===== src/logic/ivcf_map.svh =====
`ifndef IVCF_MAP_SVH
`define IVCF_MAP_SVH
// Register offsets (word addresses on the plain port)
`define IVCF_ADDR_FLAGS 8'h06
`define IVCF_ADDR_VALID 8'h07
// Reset value of the change flags
`define IVCF_FLAGS_RST 8'hFF
// Field positions of the inputs
`define IVCF_BIT_INPUT_ONE 0
`define IVCF_BIT_INPUT_EIGHT 7
`endif


===== src/logic/ivcf_pkg.sv =====
`default_nettype none
package ivcf_pkg;
   typedef logic [7:0] ivcf_byte_t;
   typedef struct packed {
      logic [7:0] addr;
      logic [7:0] wdata;
      logic wr;
      logic rd;
   } ivcf_req_s;
endpackage
`default_nettype wire


===== src/logic/ivcf_flag_bit.sv =====
`timescale 1ns/1ps
`default_nettype none
// One sticky change flag with write-one-to-clear
module ivcf_flag_bit #(
   parameter logic RST_VAL = 1'b1
) (
   input wire logic clk, // System clock
   input wire logic sys_rst, // Synchronous reset, active high
   input wire logic valid_in, // Validity level of this input
   input wire logic clr, // Software clear pulse
   output logic flag, // Sticky change flag
   output logic valid_seen // Registered validity level
);
   logic valid_r;
   logic flag_r;
   logic change;
   // Either direction of validity counts as a change
   assign change = valid_in ^ valid_r;
   // Set wins over clear; flag holds until cleared
   always_ff @(posedge clk) begin
      if (sys_rst) begin
         valid_r <= 1'b0;
         flag_r <= RST_VAL;
      end else begin
         valid_r <= valid_in;
         if (change) begin
            flag_r <= 1'b1;
         end else if (clr) begin
            flag_r <= 1'b0;
         end
      end
   end
   assign flag = flag_r;
   assign valid_seen = valid_r;
endmodule
`default_nettype wire


===== src/logic/ivcf_top.sv =====
// Our own choices: the strobed register port and the address map.
`timescale 1ns/1ps
`default_nettype none
`include "ivcf_map.svh"
// How it works
// - Flag bits 7 down to 0 belong to reference inputs eight down to one.
// - A flag sets whenever its input goes valid or goes invalid.
// - A set flag stays one, even if validity reverts, until cleared.
// - Writing one to a bit clears it, unless its input changes in the same cycle; bits written zero are untouched.
// - Reading gives zero for no change since the clear, one for a change.
module ivcf_top
   import ivcf_pkg::*;
#(
   parameter int NUM_IN = 8
) (
   input wire logic clk, // 40 MHz system clock
   input wire logic sys_rst, // Synchronous reset, active high
   input wire logic [NUM_IN-1:0] ref_valid, // Validity per input
   input wire logic [7:0] bus_addr, // Register address
   input wire logic [7:0] bus_wdata, // Write data
   input wire logic bus_wr, // Write strobe
   input wire logic bus_rd, // Read strobe
   output logic [7:0] bus_rdata, // Read data, cycle after strobe
   output logic [NUM_IN-1:0] change_flags // Flags as a level
);
   // Reset pattern and register map as typed constants
   localparam ivcf_byte_t FLAGS_RST = `IVCF_FLAGS_RST;
   localparam ivcf_byte_t ADDR_FLAGS = `IVCF_ADDR_FLAGS;
   localparam ivcf_byte_t ADDR_VALID = `IVCF_ADDR_VALID;

   // Per-input validity levels under their own names
   logic ref_input_one;
   logic ref_input_two;
   logic ref_input_three;
   logic ref_input_four;
   logic ref_input_five;
   logic ref_input_six;
   logic ref_input_seven;
   logic ref_input_eight;
   // Per-input sticky change flags
   logic ref_input_one_chg;
   logic ref_input_two_chg;
   logic ref_input_three_chg;
   logic ref_input_four_chg;
   logic ref_input_five_chg;
   logic ref_input_six_chg;
   logic ref_input_seven_chg;
   logic ref_input_eight_chg;

   // Bus request, decode and datapath
   ivcf_req_s req;
   logic [NUM_IN-1:0] flag_w;
   logic [NUM_IN-1:0] valid_w;
   logic [NUM_IN-1:0] clr_w;
   logic hit_flags;
   logic hit_valid;
   // Decoded write strobe and widened read sources
   logic wr_flags;
   ivcf_byte_t flags_byte;
   ivcf_byte_t valid_byte;
   ivcf_byte_t rd_mux;
   logic [7:0] rdata_r;
   logic [NUM_IN-1:0] flags_out_r;

   // Bundle the bus request
   assign req = '{addr: bus_addr, wdata: bus_wdata, wr: bus_wr,
                  rd: bus_rd};

   // Address decode
   assign hit_flags = (req.addr == ADDR_FLAGS);
   assign hit_valid = (req.addr == ADDR_VALID);

   // Write strobe aimed at the flag register
   assign wr_flags = req.wr && hit_flags;

   // Clear pulses, one per bit written with one
   assign clr_w = wr_flags ? req.wdata[NUM_IN-1:0] : '0;

   // Split the validity vector, bit 0 is input one
   assign ref_input_one = ref_valid[0];
   assign ref_input_two = ref_valid[1];
   assign ref_input_three = ref_valid[2];
   assign ref_input_four = ref_valid[3];
   assign ref_input_five = ref_valid[4];
   assign ref_input_six = ref_valid[5];
   assign ref_input_seven = ref_valid[6];
   assign ref_input_eight = ref_valid[7];

   // Input one, flag bit 0
   ivcf_flag_bit #(
      .RST_VAL(FLAGS_RST[0])
   ) u_ref_input_one (
      .clk(clk),
      .sys_rst(sys_rst),
      .valid_in(ref_input_one),
      .clr(clr_w[0]),
      .flag(ref_input_one_chg),
      .valid_seen(valid_w[0])
   );

   // Input two, flag bit 1
   ivcf_flag_bit #(
      .RST_VAL(FLAGS_RST[1])
   ) u_ref_input_two (
      .clk(clk),
      .sys_rst(sys_rst),
      .valid_in(ref_input_two),
      .clr(clr_w[1]),
      .flag(ref_input_two_chg),
      .valid_seen(valid_w[1])
   );

   // Input three, flag bit 2
   ivcf_flag_bit #(
      .RST_VAL(FLAGS_RST[2])
   ) u_ref_input_three (
      .clk(clk),
      .sys_rst(sys_rst),
      .valid_in(ref_input_three),
      .clr(clr_w[2]),
      .flag(ref_input_three_chg),
      .valid_seen(valid_w[2])
   );

   // Input four, flag bit 3
   ivcf_flag_bit #(
      .RST_VAL(FLAGS_RST[3])
   ) u_ref_input_four (
      .clk(clk),
      .sys_rst(sys_rst),
      .valid_in(ref_input_four),
      .clr(clr_w[3]),
      .flag(ref_input_four_chg),
      .valid_seen(valid_w[3])
   );

   // Input five, flag bit 4
   ivcf_flag_bit #(
      .RST_VAL(FLAGS_RST[4])
   ) u_ref_input_five (
      .clk(clk),
      .sys_rst(sys_rst),
      .valid_in(ref_input_five),
      .clr(clr_w[4]),
      .flag(ref_input_five_chg),
      .valid_seen(valid_w[4])
   );

   // Input six, flag bit 5
   ivcf_flag_bit #(
      .RST_VAL(FLAGS_RST[5])
   ) u_ref_input_six (
      .clk(clk),
      .sys_rst(sys_rst),
      .valid_in(ref_input_six),
      .clr(clr_w[5]),
      .flag(ref_input_six_chg),
      .valid_seen(valid_w[5])
   );

   // Input seven, flag bit 6
   ivcf_flag_bit #(
      .RST_VAL(FLAGS_RST[6])
   ) u_ref_input_seven (
      .clk(clk),
      .sys_rst(sys_rst),
      .valid_in(ref_input_seven),
      .clr(clr_w[6]),
      .flag(ref_input_seven_chg),
      .valid_seen(valid_w[6])
   );

   // Input eight, flag bit 7
   ivcf_flag_bit #(
      .RST_VAL(FLAGS_RST[7])
   ) u_ref_input_eight (
      .clk(clk),
      .sys_rst(sys_rst),
      .valid_in(ref_input_eight),
      .clr(clr_w[7]),
      .flag(ref_input_eight_chg),
      .valid_seen(valid_w[7])
   );

   // Byte order of the flags: bit 7 is input eight, bit 0 input one
   assign flag_w = {ref_input_eight_chg, ref_input_seven_chg,
                    ref_input_six_chg, ref_input_five_chg,
                    ref_input_four_chg, ref_input_three_chg,
                    ref_input_two_chg, ref_input_one_chg};

   // Flags and validity widened to a byte
   assign flags_byte = ivcf_byte_t'(flag_w);
   assign valid_byte = ivcf_byte_t'(valid_w);

   // Read selection; unmapped addresses read zero
   assign rd_mux = hit_flags ? flags_byte :
                   hit_valid ? valid_byte : 8'h00;

   // Registered read data, valid only the cycle after the strobe
   always_ff @(posedge clk) begin
      if (sys_rst) begin
         rdata_r <= 8'h00;
      end else begin
         rdata_r <= req.rd ? rd_mux : 8'h00;
      end
   end

   // Level copy of the flags for the pin
   always_ff @(posedge clk) begin
      if (sys_rst) begin
         flags_out_r <= FLAGS_RST[NUM_IN-1:0];
      end else begin
         flags_out_r <= flag_w;
      end
   end

   // Outputs straight from the registers
   assign bus_rdata = rdata_r;
   assign change_flags = flags_out_r;
endmodule
`default_nettype wire


===== config.mk =====
export PLATFORM = sky130hd
export DESIGN_NAME = ivcf_top
export DESIGN_NICKNAME = d
export VERILOG_FILES = /design/src/logic/ivcf_pkg.sv /design/src/logic/ivcf_flag_bit.sv /design/src/logic/ivcf_top.sv
export VERILOG_INCLUDE_DIRS = /design/src /design/src/logic
export SDC_FILE = /design/constraint.sdc
export NUM_CORES = 1
export LEC_CHECK = 0
export BUFFER_PORTS_ARGS = -buffer_cell sky130_fd_sc_hd__buf_2
export CAP_MARGIN = 10
export CORE_ASPECT_RATIO = 1.75
export CORE_UTILIZATION = 39
export CTS_CLUSTER_DIAMETER = 120
export DETAILED_ROUTE_END_ITERATION = 12
export PLACE_DENSITY = 0.65
export SLEW_MARGIN = 20
export SYNTH_ARGS = -nofsm -noshare
export SYNTH_HDL_FRONTEND = slang
export SYNTH_SLANG_ARGS = --single-unit

===== constraint.sdc =====
create_clock -name clk -period 5.7 [get_ports clk]
set_input_delay 1.425 -clock clk [delete_from_list [all_inputs] [get_ports clk]]
set_output_delay 1.425 -clock clk [all_outputs]
set_load 0.01 [all_outputs]

# After elaboration in Yosys (flattened, before gate mapping)
# Index checks and enable logic that the tools add are counted.
# Widths: inputs -> output; s select.
# word_totals
regBits	32
input_bits	28
out_inout_bits	16
elab_cells	42
# op_classes
eq_ne	2
muxes	3
bitwise_logic	9
n_reduce_logical	10
# ops
cell	n
$mux 8	3
$reduce_or 2->1	9
$eq 8x3->1 const B	2
$xor 1x1->1	8
$logic_and 1x1->1	1
$not 1->1	1

# Depth between registers and ports, before layout
# depth
ltp_word	3
depth_mapped	5
mapped_depth_nobuf	3

# Cells and area by module
# From an unflattened synthesis, not the netlist that was laid out.
# hier_totals
hier_cells	115
area_unflattened_um2	1270.0
# modules_own_cells
mod	instances	cells_per_inst	area_each_um2	seq_area_each_um2
ivcf_top	1	67	729.4	320.3
ivcf_flag_bit	8	6	67.6	40.0

# Worst setup path before layout
# Ideal clock, no wire load.
# synth_path
path_kind	input -> register
startpoint	input port bus_addr[7]
endpoint	register rdata_r[0] (netlist: bus_rdata[0])
setup_ps	65
t_arrival_ps	2767
required_ps	5635
slack_ps	2868
stages	5
n_path_buf	2
path_cell_list	or4_4 -> buf_6 -> or4_4 -> buf_6 -> nor2_1
# synth_via
elab_chain_len	3
elab_cells_between_ends	4
cone_classes	2 x eq/ne; 2 x mux
# synth_rtl
item	line_no	rtl
start, declared	ivcf_top.sv:19	input wire logic [7:0] bus_addr,
$eq 8x3->1	ivcf_top.sv:71	assign hit_valid = (req.addr == ADDR_VALID);
$mux 8	ivcf_top.sv:197	hit_valid ? valid_byte : 8'h00;
$mux 8 *	ivcf_top.sv:196	assign rd_mux = hit_flags ? flags_byte :
end signal, assigned	ivcf_top.sv:204	rdata_r <= req.rd ? rd_mux : 8'h00;
end, declared	ivcf_top.sv:62	logic [7:0] rdata_r;
# Mark *: on every way between the ends. The rest lies on a longest branch, timed or not.
# A chain may end at the register's enable or synchronous reset.

# Final worst setup path
# layout_path
startpoint	input port bus_addr[7]
endpoint	register rdata_r[1] (netlist: bus_rdata[1])
# The elaborated chain is that of the path after synthesis.

==> report_table.html <==
<table>
<tr><th>Metric</th><th>Value</th></tr>
<tr><th colspan="2">Status</th></tr>
<tr><td>Outcome</td><td>finished clean</td></tr>
<tr><th colspan="2">Detailed routing</th></tr>
<tr><td>Via count of the routed design</td><td>between 800 and 900</td></tr>
<tr><td>Antenna-violating nets left</td><td>0</td></tr>
<tr><td>Via density per instance</td><td>approximately 4.8</td></tr>
<tr><td>Detailed router's first-iteration violation count</td><td>11</td></tr>
<tr><td>WL/cell</td><td>between 10 and 15 um</td></tr>
<tr><td>Number of iterations in the first detailed-routing pass</td><td>4</td></tr>
<tr><td>Post-Route WL</td><td>~2300 um</td></tr>
<tr><td>Total DRC errors in the routed layout</td><td>0</td></tr>
<tr><th colspan="2">STA</th></tr>
<tr><td>Min Clock Period, post-route</td><td>2.64 ns</td></tr>
<tr><td>Fmax</td><td>379 MHz</td></tr>
<tr><td>Largest clock skew in the final design</td><td>~0.0030 ns</td></tr>
<tr><td>Final sum of negative setup slack</td><td>0 ns</td></tr>
<tr><td>Count of final setup violators</td><td>0</td></tr>
<tr><td>Total count of hold-check failures in the final report</td><td>0</td></tr>
<tr><td>Max transition margin</td><td>a little over 70%</td></tr>
<tr><td>Ratio of final minimum period to clock period</td><td>between 40% and 50%</td></tr>
<tr><td>Measured slew at the worst slew-check pin</td><td>around 0.42 ns</td></tr>
<tr><td>Max-slew violation count</td><td>0</td></tr>
<tr><td>Setup repair after global routing missed its margin</td><td>false</td></tr>
<tr><th colspan="2">Critical path</th></tr>
<tr><td>CP Launch Type</td><td>primary input</td></tr>
<tr><td>Critical path class</td><td>in2reg</td></tr>
<tr><td>Worst path arrival time</td><td>approximately 2.9 ns</td></tr>
<tr><td>Reg2reg start</td><td>u_ref_input_one.flag</td></tr>
<tr><td>Endpoint of the lowest-slack register-to-register path</td><td>u_ref_input_one.flag</td></tr>
<tr><td>Data required time at the worst endpoint</td><td>between 5 and 6 ns</td></tr>
<tr><td>Sort of element at the end of the critical path</td><td>flop</td></tr>
<tr><td>Minimum setup slack among reg-to-reg paths</td><td>roughly 4.8 ns</td></tr>
<tr><td>Number of cells on the worst reg-to-reg path</td><td>3</td></tr>
<tr><td>Worst-path fanout max</td><td>9</td></tr>
<tr><th colspan="2">Yosys</th></tr>
<tr><td>Mapped Avg Cell Area</td><td>between 10 and 15 um2</td></tr>
<tr><td>Most used DFF post-synth</td><td>dfxtp_1</td></tr>
<tr><td>Number of synthesized register bits</td><td>32</td></tr>
<tr><td>Yosys top cell by area</td><td>dfxtp_1</td></tr>
<tr><td>Netlist Area Pre-Place</td><td>approximately 0.0011 mm2</td></tr>
<tr><td>Share of async-settable or async-resettable flops after synthesis</td><td>0%</td></tr>
<tr><td>Most instantiated cells after synthesis</td><td>dfxtp_1, inv_1</td></tr>
<tr><td>Number of standard cells after synthesis</td><td>around 110</td></tr>
<tr><td>Syn Nets</td><td>~130</td></tr>
<tr><td>Synth unique cells</td><td>14</td></tr>
<tr><td>Synth Warn #</td><td>0</td></tr>
<tr><td>Ranking of synthesized cells by area</td><td>dfxtp_1, mux2i_1, o41ai_1</td></tr>
<tr><td>Number of enable flip-flop cells after synthesis</td><td>0</td></tr>
<tr><td>Sequential fraction of the synthesis area</td><td>56.8%</td></tr>
<tr><td>Fraction of synthesized cell area taken by the top area cell type</td><td>56.8%</td></tr>
<tr><td>Most frequent cell after synthesis</td><td>dfxtp_1</td></tr>
<tr><th colspan="2">Clock network</th></tr>
<tr><td>Setup Fix Bufs, Post-CTS</td><td>0</td></tr>
<tr><td>Buffer levels on the longest clock path</td><td>2</td></tr>
<tr><td>CTS clk-pin slew, worst paths</td><td>about 0.060 ns</td></tr>
<tr><td>Resized cells post-CTS</td><td>0</td></tr>
<tr><td>Buffer type at the clock tree root</td><td>clkbuf_8</td></tr>
<tr><td>Clock tree from TritonCTS</td><td>done</td></tr>
<tr><td>H-Tree Depth</td><td>2</td></tr>
<tr><td>Number of hold buffers added after CTS</td><td>0</td></tr>
<tr><td>Total number of clock tree sinks</td><td>32</td></tr>
<tr><td>Worst-Skew Late Latency</td><td>about 0.28 ns</td></tr>
<tr><td>CTS buffer count</td><td>5</td></tr>
<tr><th colspan="2">Cells and area</th></tr>
<tr><td>Count of antenna diodes in the layout</td><td>0</td></tr>
<tr><td>Multi-input gate area in the final layout</td><td>about 420 um2</td></tr>
<tr><td>Layout fillers</td><td>257</td></tr>
<tr><td>Post-layout net count</td><td>around 180</td></tr>
<tr><td>Post-route cell area</td><td>0.00143 mm2</td></tr>
<tr><td>Area added between synthesis and finish</td><td>27.1%</td></tr>
<tr><td>Fraction of final layout cells with drive strength greater than 1</td><td>39.5%</td></tr>
<tr><td>Layout Cells excl Fill</td><td>approximately 180</td></tr>
<tr><td>Total area of sequential cells</td><td>roughly 640 um2</td></tr>
<tr><th colspan="2">Power and ir drop</th></tr>
<tr><td>Comb power frac</td><td>under 10%</td></tr>
<tr><td>Lkg Pwr</td><td>about 0.65 nW</td></tr>
<tr><td>Tot Pwr</td><td>about 0.43 mW</td></tr>
<tr><td>Switching component of the power</td><td>around 0.090 mW</td></tr>
<tr><td>Power density over the cells</td><td>around 300 mW/mm2</td></tr>
<tr><td>Sw Ratio</td><td>roughly a fifth</td></tr>
<tr><td>Relative contribution of sequential cells to total power</td><td>~53%</td></tr>
<tr><td>Clock group share of total power</td><td>approximately 40%</td></tr>
<tr><td>Worst ir drop on vdd</td><td>roughly 0.23 mV</td></tr>
<tr><td>Internal power summed over all cells</td><td>approximately 0.34 mW</td></tr>
<tr><th colspan="2">GRT</th></tr>
<tr><td>Number of antenna violations at the first check in global routing</td><td>0</td></tr>
<tr><td>Aggregate global routing overflow</td><td>0</td></tr>
<tr><td>Gr usage total</td><td>16.4%</td></tr>
<tr><td>Via count of the first global-routing pass</td><td>about 800</td></tr>
<tr><td>Maximum number of pins on one net before global-route repair</td><td>19</td></tr>
<tr><td>Global-route wire length before repair</td><td>between 3000 and 4000 um</td></tr>
<tr><th colspan="2">Placement</th></tr>
<tr><td>Port Buf Inserts</td><td>43</td></tr>
<tr><td>Number of cells in the design after placement</td><td>around 170</td></tr>
<tr><td>Weighted congestion reported at the end of routability-driven placement</td><td>0.733</td></tr>
<tr><td>Area after DPL</td><td>0.00134 mm2</td></tr>
<tr><td>Detailed placer's ending HPWL</td><td>approximately 1600 um</td></tr>
<tr><th colspan="2">Floorplan</th></tr>
<tr><td>Die width</td><td>between 40 and 50 um</td></tr>
<tr><td>Effective utilization at floorplan</td><td>41.4%</td></tr>
<tr><td>Core area</td><td>roughly 0.0027 mm2</td></tr>
<tr><td># rows</td><td>25</td></tr>
<tr><td>Die outline area</td><td>between 0.003 and 0.004 mm2</td></tr>
<tr><td>Number of top-level pins</td><td>between 40 and 50</td></tr>
<tr><td>Die outline height</td><td>~73 um</td></tr>
<tr><th colspan="2">Worst hold path</th></tr>
<tr><td>Hold Path Stages</td><td>1</td></tr>
<tr><td>Class of the tightest hold or removal check</td><td>reg2reg</td></tr>
<tr><td>Hold_sp</td><td>u_ref_input_eight.flag</td></tr>
<tr><td>Endpoint of the worst hold-timing path</td><td>change_flags[7]</td></tr>
<tr><th colspan="2">Run</th></tr>
<tr><td>Max-cap violations</td><td>0</td></tr>
</table>
==> worst max path at each step <==
stage                            from  slack, ns  cells after the start      endpoint
final                     bus_addr[7]       3.06                      4  bus_rdata[1]
after global routing      bus_addr[7]       3.04                      4  bus_rdata[3]
after CTS                 bus_addr[7]       3.07                      4  bus_rdata[1]
after floorplan           bus_addr[7]       2.87                      5  bus_rdata[0]
after detailed placement  bus_addr[7]       2.78                      4  bus_rdata[1]
after global placement    bus_addr[7]       2.82                      4  bus_rdata[4]
==> final cells by class <==
type | count | area share [%]
clock buffer | 8 | 6.29
tap | 27 | 2.36
timing repair buffer | 43 | 15.0
inverter | 9 | 2.36
multi-input combinational | 60 | 29.3
sequential | 32 | 44.7
==> sequential cells by signal, summed over array words and instances, names as in the netlist <==
name,flops
u_ref_input_two.valid_seen,1
u_ref_input_seven.flag,1
u_ref_input_six.flag,1
change_flags,8
u_ref_input_six.valid_seen,1
u_ref_input_one.flag,1
bus_rdata,8
u_ref_input_four.flag,1
u_ref_input_eight.flag,1
u_ref_input_three.flag,1
u_ref_input_three.valid_seen,1
u_ref_input_five.flag,1
u_ref_input_four.valid_seen,1
u_ref_input_one.valid_seen,1
u_ref_input_two.flag,1
u_ref_input_five.valid_seen,1
u_ref_input_seven.valid_seen,1
u_ref_input_eight.valid_seen,1
==> critical path, cell delays in order <==
cell and delay (ns):
buf_2 0.09, or4_4 0.61, or4_4 0.58, nor2_1 0.14
==> cells in the final DEF, fill, tap and decap left out, drive strengths merged <==
master,instances
or3b,1
o41ai,8
nand2,8
mux2i,8
xnor2,8
or2,8
or4,2
clkbuf,8
inv,9
nor2b,8
nor2,8
dfxtp,32
buf,43
nand3b,1
==> power groups by stage <==
stage | Combinational [mW] | Sequential [mW] | Clock [mW]
4_1_cts | 0.0286 | 0.229 | 0.178
5_1_grt | 0.0312 | 0.229 | 0.193
3_3_place_gp | 0.0281 | 0.234 | 0
2_1_floorplan | 0.0158 | 0.233 | 0
6_report | 0.0283 | 0.229 | 0.173
3_5_place_dp | 0.0283 | 0.234 | 0
==> metrics by stage <==
step	setup slack (ns)	utilization (%)	hold slack [ns]
final	3.06	52.6	0.461
after global routing	3.04	52.6	0.478
after CTS	3.07	52.6	0.456
after detailed placement	2.78	49.3	0.442
after global placement	2.82	49.3	0.437
after floorplan	2.87	-	0.429
==> layer usage <==
| metal | wire, um | up-vias | global-route usage (%) |
|---|---|---|---|
| li1 | - | 434 | - |
| met1 | 931 | 393 | 16.7 |
| met2 | 1180 | 32 | 27.1 |
| met3 | 152 | 4 | 7.18 |
| met4 | 33 | 0 | 9.38 |
| met5 | 0 | - | 0 |
==> cell families (layout without fill, tap and decap cells) <==
family	Yosys count	in the layout	share of synthesized area [%]
simple gates	36	36	17.6
flops	32	32	56.8
buf+inv	14	60	5.99
compound gates	8	8	6.22
xor+xnor	8	8	6.22
mux	8	8	7.10
Note: power is estimated with default switching activity, not from simulation.
